[config.mk]
export PLATFORM = sky130hd
export DESIGN_NAME = adccr_top
export DESIGN_NICKNAME = d
export VERILOG_FILES = /design/src/adccr_top.v
export VERILOG_INCLUDE_DIRS = /design/src
export SDC_FILE = /design/constraint.sdc
export NUM_CORES = 1
export LEC_CHECK = 0
export ABC_CLOCK_PERIOD_IN_PS = 2200
export BUFFER_PORTS_ARGS = -buffer_cell sky130_fd_sc_hd__buf_2
export CELL_PAD_IN_SITES_DETAIL_PLACEMENT = 2
export CELL_PAD_IN_SITES_GLOBAL_PLACEMENT = 2
export CORE_MARGIN = 3
export CORE_UTILIZATION = 27
export DETAILED_ROUTE_END_ITERATION = 6
export PLACE_DENSITY_LB_ADDON = 0.1
export REMOVE_ABC_BUFFERS = 1
export SYNTH_ARGS = -nofsm -noshare
export SYNTH_HDL_FRONTEND = slang
export SYNTH_SLANG_ARGS = --single-unit
[constraint.sdc]
create_clock -name pclk -period 2.2 [get_ports pclk]
set_clock_uncertainty 0.1 [all_clocks]
set_input_delay 0.44 -clock pclk [delete_from_list [all_inputs] [get_ports pclk]]
set_output_delay 0.44 -clock pclk [all_outputs]
set_load 0.01 [all_outputs]
[src/adccr_defs.vh]
// Constants for the converter clock select and result format block
`ifndef ADCCR_DEFS_VH
`define ADCCR_DEFS_VH
`define ADCCR_ADDR_W 12
`define ADCCR_OFF_FORMAT 12'h000
`define ADCCR_OFF_CTRL2 12'h004
`define ADCCR_OFF_RES_HIGH 12'h008
`define ADCCR_OFF_RES_LOW 12'h00C
`define ADCCR_JUSTIFY_BIT 0
`define ADCCR_CLKSEL_HI 6
`define ADCCR_CLKSEL_LO 4
`define ADCCR_FORMAT_RESET 1'h0
`define ADCCR_CLKSEL_RESET 3'h0
`define ADCCR_RC_FREQ_MAX_KHZ 500
`define ADCCR_HALF_DIV2 5'h00
`define ADCCR_HALF_DIV4 5'h01
`define ADCCR_HALF_DIV8 5'h03
`define ADCCR_HALF_DIV16 5'h07
`define ADCCR_HALF_DIV32 5'h0F
`define ADCCR_HALF_DIV64 5'h1F
`endif

[src/adccr_top.v]
// Converter clock select and result format registers behind an APB slave
`timescale 1ns/1ps
`include "adccr_defs.vh"
// Bus timing: a setup cycle is answered in the following access cycle,
// so every transfer takes exactly one wait-free access cycle.
// Register map: format word, clock select word, then the two result bytes.
// Refused accesses (outside the four words) raise pslverr, return zero
// and change nothing, so no register is ever aliased by a wider address.
// Result bytes are loaded by a completion pulse or by software; when both
// fall in one cycle the completion wins and the software byte is lost.
// The divider counter is not restarted on a code change, so the first
// converter clock half period after a change may run longer than the new code gives, never shorter.
// The oscillator input is only resampled here; its frequency limit is
// kept by the oscillator that feeds it.
// Result bytes have no reset at all, so a later reset leaves a finished
// result readable.
module adccr_top (
	input wire pclk,
	input wire presetn,
	input wire psel,
	input wire penable,
	input wire pwrite,
	input wire [31:0] paddr,
	input wire [31:0] pwdata,
	output reg [31:0] prdata,
	output reg pready,
	output reg pslverr,
	input wire dedicated_rc_clock,
	input wire conv_done,
	input wire [9:0] conversion_result,
	output reg conv_clk,
	output reg conv_clk_is_rc
);
	// Software-visible control state
	reg justify_r;
	reg [2:0] clk_sel_r;
	// Result registers, deliberately without reset
	reg [7:0] res_high_r;
	reg [7:0] res_low_r;
	// Divider state
	reg [4:0] div_cnt_r;
	reg div_clk_r;
	// Bus decode
	wire [11:0] addr_w; // Offset within the register page
	wire setup_w; // First cycle of a transfer, no answer standing yet
	wire wr_en; // Write that lands at the end of its access cycle
	wire hit; // Address names one of the four registers
	// Next values of the bus answer
	reg pready_nxt; // Ready for the access cycle
	reg pslverr_nxt; // Error flag beside ready
	reg [31:0] prdata_nxt; // Read word, held until the next read or refused access
	// Next values of the result registers
	reg [7:0] res_high_nxt;
	reg [7:0] res_low_nxt;
	// Next values of the divider
	reg [4:0] div_cnt_nxt;
	reg div_clk_nxt;
	assign addr_w = paddr[11:0];
	// Selected, not yet enabled and no answer standing
	assign setup_w = psel & ~penable & ~pready;
	// An unmapped write is dropped so that no register aliases it
	assign wr_en = psel & penable & pready & pwrite & hit;
	assign hit = (paddr[31:12] == 20'h00000) &&
		((addr_w == `ADCCR_OFF_FORMAT) || (addr_w == `ADCCR_OFF_CTRL2) ||
		(addr_w == `ADCCR_OFF_RES_HIGH) || (addr_w == `ADCCR_OFF_RES_LOW));

	// Half-period count minus one for each divider code
	function [4:0] half_count;
		input [2:0] code;
		begin
			case (code)
				3'h0: half_count = `ADCCR_HALF_DIV2;
				3'h1: half_count = `ADCCR_HALF_DIV8;
				3'h2: half_count = `ADCCR_HALF_DIV32;
				3'h4: half_count = `ADCCR_HALF_DIV4;
				3'h5: half_count = `ADCCR_HALF_DIV16;
				3'h6: half_count = `ADCCR_HALF_DIV64;
				// Codes x11 pick the oscillator; the divider idles at /2
				default: half_count = `ADCCR_HALF_DIV2;
			endcase
		end
	endfunction

	// True when the field selects the internal oscillator
	function rc_selected;
		input [2:0] code;
		begin
			rc_selected = (code[1:0] == 2'h3);
		end
	endfunction

	// APB answer: no wait state, answer stands in the access cycle only
	always @* begin
		pready_nxt = setup_w;
		// Unmapped offsets answer with an error beside ready
		pslverr_nxt = setup_w & ~hit;
		// Read data stands until the next read or refused access
		prdata_nxt = prdata;
		if (setup_w & (~pwrite | ~hit)) begin
			if (!hit) begin
				// A refused access shows zero data, never an aliased register
				prdata_nxt = 32'h00000000;
			end else begin
				// Capture read data in the setup cycle
				case (addr_w)
					`ADCCR_OFF_FORMAT: prdata_nxt = {31'h00000000, justify_r};
					// Bits 7 and 3..0 read zero
					`ADCCR_OFF_CTRL2: prdata_nxt = {25'h0000000, clk_sel_r, 4'h0};
					`ADCCR_OFF_RES_HIGH: prdata_nxt = {24'h000000, res_high_r};
					`ADCCR_OFF_RES_LOW: prdata_nxt = {24'h000000, res_low_r};
					default: prdata_nxt = 32'h00000000;
				endcase
			end
		end
	end

	// Bus answer registers, so every bus output comes from a flop
	always @(posedge pclk or negedge presetn) begin
		if (!presetn) begin
			pready <= 1'b0;
			pslverr <= 1'b0;
			prdata <= 32'h00000000;
		end else begin
			pready <= pready_nxt;
			pslverr <= pslverr_nxt;
			prdata <= prdata_nxt;
		end
	end

	// Control registers written by software
	always @(posedge pclk or negedge presetn) begin
		if (!presetn) begin
			justify_r <= `ADCCR_FORMAT_RESET;
			clk_sel_r <= `ADCCR_CLKSEL_RESET;
		end else if (wr_en) begin
			// The justify setting applies from the next completion on
			if (addr_w == `ADCCR_OFF_FORMAT) begin
				justify_r <= pwdata[`ADCCR_JUSTIFY_BIT];
			end
			if (addr_w == `ADCCR_OFF_CTRL2) begin
				// Only bits 6..4 are stored
				clk_sel_r <= pwdata[`ADCCR_CLKSEL_HI:`ADCCR_CLKSEL_LO];
			end
		end
	end

	// Result next values: a completion first, then a software write
	always @* begin
		res_high_nxt = res_high_r;
		res_low_nxt = res_low_r;
		if (conv_done) begin
			// Completion wins over a simultaneous software write
			if (justify_r) begin
				// Right layout; reserved high bits are written as zero
				res_high_nxt = {6'h00, conversion_result[9:8]};
				res_low_nxt = conversion_result[7:0];
			end else begin
				// Left layout; reserved low bits are written as zero
				res_high_nxt = conversion_result[9:2];
				res_low_nxt = {conversion_result[1:0], 6'h00};
			end
		end else if (wr_en) begin
			// Software may load either byte directly
			if (addr_w == `ADCCR_OFF_RES_HIGH) begin
				res_high_nxt = pwdata[7:0];
			end
			if (addr_w == `ADCCR_OFF_RES_LOW) begin
				res_low_nxt = pwdata[7:0];
			end
		end
	end

	// Result registers: no reset branch, so they power up unknown and hold
	always @(posedge pclk) begin
		res_high_r <= res_high_nxt;
		res_low_r <= res_low_nxt;
	end

	// Divider next state: wrap at the half-period count of the code
	always @* begin
		div_cnt_nxt = div_cnt_r + 5'h01;
		div_clk_nxt = div_clk_r;
		// The compare is >= so that a smaller code after a change still wraps
		if (div_cnt_r >= half_count(clk_sel_r)) begin
			div_cnt_nxt = 5'h00;
			div_clk_nxt = ~div_clk_r;
		end
	end

	// Bus clock divider, toggles every half period
	always @(posedge pclk or negedge presetn) begin
		if (!presetn) begin
			div_cnt_r <= 5'h00;
			div_clk_r <= 1'b0;
		end else begin
			div_cnt_r <= div_cnt_nxt;
			div_clk_r <= div_clk_nxt;
		end
	end

	// Converter clock output and source flag
	always @(posedge pclk or negedge presetn) begin
		if (!presetn) begin
			conv_clk <= 1'b0;
			conv_clk_is_rc <= 1'b0;
		end else begin
			conv_clk_is_rc <= rc_selected(clk_sel_r);
			if (rc_selected(clk_sel_r)) begin
				// Oscillator input passed through one flop
				conv_clk <= dedicated_rc_clock;
			end else begin
				// Divided bus clock
				conv_clk <= div_clk_r;
			end
		end
	end
endmodule

* Word level (Yosys, flattened, before mapping) *
Index checks and enable logic that the tools add are counted.

word-level totals
  word-level logic and storage cells = 62
  register bits = 62
  bits in read-only memories = 0
  bits of input ports = 81
  latch bits = 0
  memory bits (writable) = 0
  memories kept = 0

operators by class
  mux-type cells = 13
  divide/modulo/power cells = 0
  shifts and indexed selects = 0
  reduce and logical (&&, ||, !) cells = 13
  $mul = 0
  bitwise gates (word level) = 14
  equality and inequality tests = 9
  $add $sub $neg = 1
  order comparisons = 1

operator list
  operator             count
  $mux 8               8
  $mux 32              1
  $pmux 8 s4           1
  $pmux 5 s5           1
  $eq 12x4->1 const B  2
  $logic_not 20->1     1
  $eq 12x3->1 const B  1
  $logic_not 12->1     1
  $eq 3x3->1 const B   3
  $and 1x1->1          8
  $reduce_and 2->1     4
  $reduce_bool 2->1    3
  $add 5x1->5 const B  1
  $ge 5x5->1           1
  $mux 5               1
  $not 1->1            5
  $eq 3x1->1 const B   1
  $eq 3x2->1 const B   1
  $logic_or 1x1->1     3
  $eq 2x2->1 const B   1
  $logic_and 1x1->1    1
  $mux 1               1
  $or 1x1->1           1

* Longest topological paths before layout *
  depth in word-level cells = 8
  mapped depth = 8
  mapped depth without buffers = 7

* Worst setup path after synthesis *
No wires, ideal clock.

  kind = input to register
  from = input paddr[5]
  to = register res_low_r[0], enable pin
  path buffers = 0
  library setup time = 0.330 ns
  arrival = 1.566 ns
  slack = 0.205 ns
  stages = 4
  required time = 1.770 ns
  cell sequence = nor4_2 nand4_2 nor2_2 a41o_1

between the ends
  word-level cells in the longest chain between the ends = 8
  elaborated cells between the ends (all ways) = 12
  classes of those cells = eq/ne (3); bitwise (1); reduce/logical (8)

RTL lines
  what                                             RTL line         source
  start, declared                                  adccr_top.v:23   input wire [31:0] paddr,
  $eq 12x3->1 or $logic_not 12->1 (tied branches)  n/a
  $logic_or 1x1->1 (3 in a row)                    adccr_top.v:64   ((addr_w == `ADCCR_OFF_FORMAT) || (addr_w == `ADCCR_OFF_CTRL2) ||
  $logic_and 1x1->1                                adccr_top.v:63   assign hit = (paddr[31:12] == 20'h00000) &&
  $and 1x1->1                                      adccr_top.v:62   assign wr_en = psel & penable & pready & pwrite & hit;
  $reduce_bool 2->1 (no source line)               n/a
  $reduce_and 2->1 (no source line) *              n/a
  end signal, assigned                             adccr_top.v:176  res_low_r <= res_low_nxt;
  end, declared                                    adccr_top.v:39   reg [7:0] res_low_r;

Mark *: on every way between the ends. The rest lies on a longest branch, timed or not.
A chain may end at the register's enable or synchronous reset.

* Worst setup path in the final report *
  from = register clk_sel_r[1]
  to = register div_clk_r

between the ends
  word-level cells in the longest chain between the ends = 3
  elaborated cells between the ends (all ways) = 7
  classes of those cells = order compare (1); eq/ne (5); mux (1)

RTL lines
  what                                RTL line         source
  start, declared                     adccr_top.v:36   reg [2:0] clk_sel_r;
  start signal, assigned              adccr_top.v:134  clk_sel_r <= `ADCCR_CLKSEL_RESET;
  start signal, assigned              adccr_top.v:142  clk_sel_r <= pwdata[`ADCCR_CLKSEL_HI:`ADCCR_CLKSEL_LO];
  $eq 3x3->1 (tied with other cells)  adccr_top.v:71   case (code)
  $pmux 5 s5 *                        adccr_top.v:71
  $ge 5x5->1 *                        adccr_top.v:184  if (div_cnt_r >= half_count(clk_sel_r)) begin
  end signal, assigned                adccr_top.v:197  div_clk_r <= div_clk_nxt;
  end, declared                       adccr_top.v:42   reg div_clk_r;

Marked as above.

==> impl_metrics.env <==
export IMPL_clkSlewWorstSetupHoldPaths_ps=80
export IMPL_crit_arrival_ps=2120
export IMPL_swShare_pct=25.6
export IMPL_fin_cells=389
export IMPL_synth_area_sq_mm=0.00233
export IMPL_cts_tree="built"
export IMPL_drive_above_1_share_pct=40.1
export IMPL_dp_final_hpwl_microns=5080
export IMPL_drv_cap=0
export IMPL_grt_use_total_pct=13.6
export IMPL_gp_congestion=0.746
export IMPL_drc=0
export IMPL_drtAntennaViolNets=0
export IMPL_ir_drop_uv=193
export IMPL_drtIter0Drc=43
export IMPL_synth_xor_area_share_pct=1.13
export IMPL_cts_buffers=5
export IMPL_seq_area_sq_mm=0.00103
export IMPL_clockPowerShare_pct=32.0
export IMPL_synth_simple_area_share_pct=17.8
export IMPL_finalCritPeriodShare_pct=95.0
export IMPL_end_kind="flop"
export IMPL_synth_area_mux_share_pct=7.95
export IMPL_area_delta_synth_final_pct=23.1
export IMPL_num_nets_final=370
export IMPL_ys_seq_area_share_pct=44.3
export IMPL_clock_sinks=38
export IMPL_yosys_warnings=0
export IMPL_setup_viol=0
export IMPL_htree_levels=2
export IMPL_core_sq_mm=0.00830
export IMPL_drt_total_wl_microns=6380
export IMPL_cp_data_required_time_ps=2230
export IMPL_synth_compound_area_share_pct=14.8
export IMPL_grt_ovfl_total=0
export IMPL_cts_max_path_buffers=2
export IMPL_port_buffers=68
export IMPL_routed_via_density=4.67
export IMPL_grt_antenna_before_repair=0
export IMPL_run_status="complete, no violations"
export IMPL_drv_slew=0
export IMPL_n_antenna_cell=0
export IMPL_slew_headroom_pct=65.3
export IMPL_synthTopCellsByArea="dfrtp_1, edfxtp_1, buf_4"
export IMPL_hold_class="in -> async"
export IMPL_cts_setup_buffers=0
export IMPL_grt_setup_unrepaired="yes"
export IMPL_fill_cells=940
export IMPL_ys_ff_latch=38
export IMPL_internal_power_mw=1.06
export IMPL_num_rows=33
export IMPL_synth_async_reset_ratio_pct=57.9
export IMPL_synth_ff_type="dfrtp_1"
export IMPL_multiInputGateArea_sq_mm=0.00115
export IMPL_period_needed_ps=2090
export IMPL_p_leak_nw=1.39
export IMPL_crit_slowest_cell="dfrtp_1"
export IMPL_netlist_area_leader_share_pct=23.6
export IMPL_die_h_microns=98.9
export IMPL_dr_pass1_iters=4
export IMPL_yosysMostFrequentCell="buf_4"
export IMPL_wire_per_inst_microns=16.4
export IMPL_cp_max_fo=6
export IMPL_num_vias=1815
export IMPL_synthAdderAreaFrac_pct=3.22
export IMPL_die_area_sq_mm=0.00977
export IMPL_grt_pass1_vias=2018
export IMPL_critPathLaunchType="flop"
export IMPL_fin_util_pct=34.5
export IMPL_path_buf_inv=1
export IMPL_synth_area_leader_cell="dfrtp_1"
export IMPL_slowest_delay_ps=440
export IMPL_cts_hold_buf=0
export IMPL_crit_chain="and2_1 > nor2_1 > ha_1 > nand2b_1 > a21oi_1 > buf_4 > o21a_1 > o311ai_0"
export IMPL_synth_commonest_cells="buf_4, dfrtp_1, edfxtp_1"
export IMPL_tightest_slew_ps=520
export IMPL_p_switching_mw=0.367
export IMPL_io_pin_count=117
export IMPL_grt_start_max_net_pins=23
export IMPL_synthCells=206
export IMPL_dp_cells=381
export IMPL_synth_distinct_cells=43
export IMPL_max_freq_mhz=479
export IMPL_combPwrFrac_pct=13.6
export IMPL_crit_type="reg -> reg"
export IMPL_die_w_microns=98.9
export IMPL_cts_root_buf="clkbuf_8"
export IMPL_cts_resized=3
export IMPL_start_util_pct=28.1
export IMPL_hold_viol=0
export IMPL_clock_latency_ps=290
export IMPL_synth_area_per_cell_sq_um=11.3
export IMPL_synth_top_family_by_area="simple AND/OR/NAND/NOR gates"
export IMPL_grt_pass1_wl_microns=10400
export IMPL_power_density_mw_per_mm2=499
export IMPL_seqPwrFrac_pct=54.4
export IMPL_synth_edf_count=16
export IMPL_path_delay_family="compound AO/OA/AOI/OAI gates"
==> cell usage in the layout, fill, tap and decap left out, types with 4 or more instances in the layout <==
master	n
ha_1	6
conb_1	24
mux2i_1	5
a32o_2	4
nor4_2	4
a21oi_1	6
dfrtp_1	22
buf_4	9
a22o_1	7
a21o_1	8
nor4_4	4
inv_1	11
a311oi_1	4
edfxtp_1	16
nand2_1	8
nor2_1	13
clkbuf_8	5
mux2_2	9
buf_2	68
nor2b_1	8
o21ai_0	5
==> sequential cells by signal, summed over array words and instances, names as in the netlist, 3 cells and up <==
signal	count
res_high_r	8
clk_sel_r	3
res_low_r	8
prdata	8
div_cnt_r	5
==> kinds of logic (layout without fill, tap and decap cells) <==
logic type / after synthesis / after routing
compound gates: 43 / 43
xor+xnor: 3 / 3
fa+ha+maj: 6 / 6
buf+inv: 42 / 97
flops: 38 / 38
mux: 17 / 17
other cells: 1 / 24
simple gates: 56 / 56
==> layer usage <==
layer  share of wire (%)  GRT usage (%)  vias to the layer above
met2                  46           22.5                       77
met5                   0              0                        -
met3                 7.3           3.33                        6
met1                  46           17.5                      872
met4                 1.4           4.10                        0
li1                    -              -                      860
==> metrics by stage <==
step | hold WS (ps) | worst slack [ps] | power [mW] | instance area [sq um] | TNS, ps
6_report | 17.7 | 111 | 1.43 | 2870 | 0
5_1_grt | 55.6 | -43.9 | 1.51 | 2870 | -43.9
4_1_cts | 35.1 | 11.3 | 1.45 | 2850 | 0
3_5_place_dp | 357 | -144 | 0.989 | 2770 | -144
3_3_place_gp | 356 | 71.4 | 0.984 | 2770 | 0
2_1_floorplan | 44.4 | 205 | 0.874 | 2210 | 0
==> layout make-up <==
class                   count  area share (%)
flip-flops and latches     38            36.0
inverters                  11            1.44
well taps                 105            4.58
clock inverters             3           0.393
multi-input cells         149            40.3
clock buffers               5            2.40
repair buffers             78            14.9
==> worst paths after layout <==
| path | start | endpoint | slack, ps | cells after the start |
|---|---|---|---|---|
| worst max-delay path | clk_sel_r[1]$_DFFE_PN0P_ | div_clk_r$_DFFE_PN0P_ | 110 | 8 |
| worst min-delay path | presetn | div_cnt_r[4]$_DFF_PN0_ | 20 | 1 |
| worst max register to register | clk_sel_r[1]$_DFFE_PN0P_ | div_clk_r$_DFFE_PN0P_ | 110 | 8 |
| worst min register to register | prdata[7]$_DFFE_PN0P_ | prdata[7]$_DFFE_PN0P_ | 400 | 1 |
| max in group asynchronous | presetn | prdata[2]$_DFFE_PN0P_ | 1630 | 1 |
| min in group pclk | pwdata[4] | clk_sel_r[0]$_DFFE_PN0P_ | 290 | 2 |
==> power groups by stage <==
stage	logic (mW)	clock network, mW	registers, mW
after floorplan	0.0814	0	0.792
after global placement	0.192	0	0.792
after detailed placement	0.195	0	0.794
after CTS	0.196	0.477	0.779
after global routing	0.217	0.514	0.781
final	0.194	0.458	0.779
No activity file was read; power rests on OpenSTA's default activity.
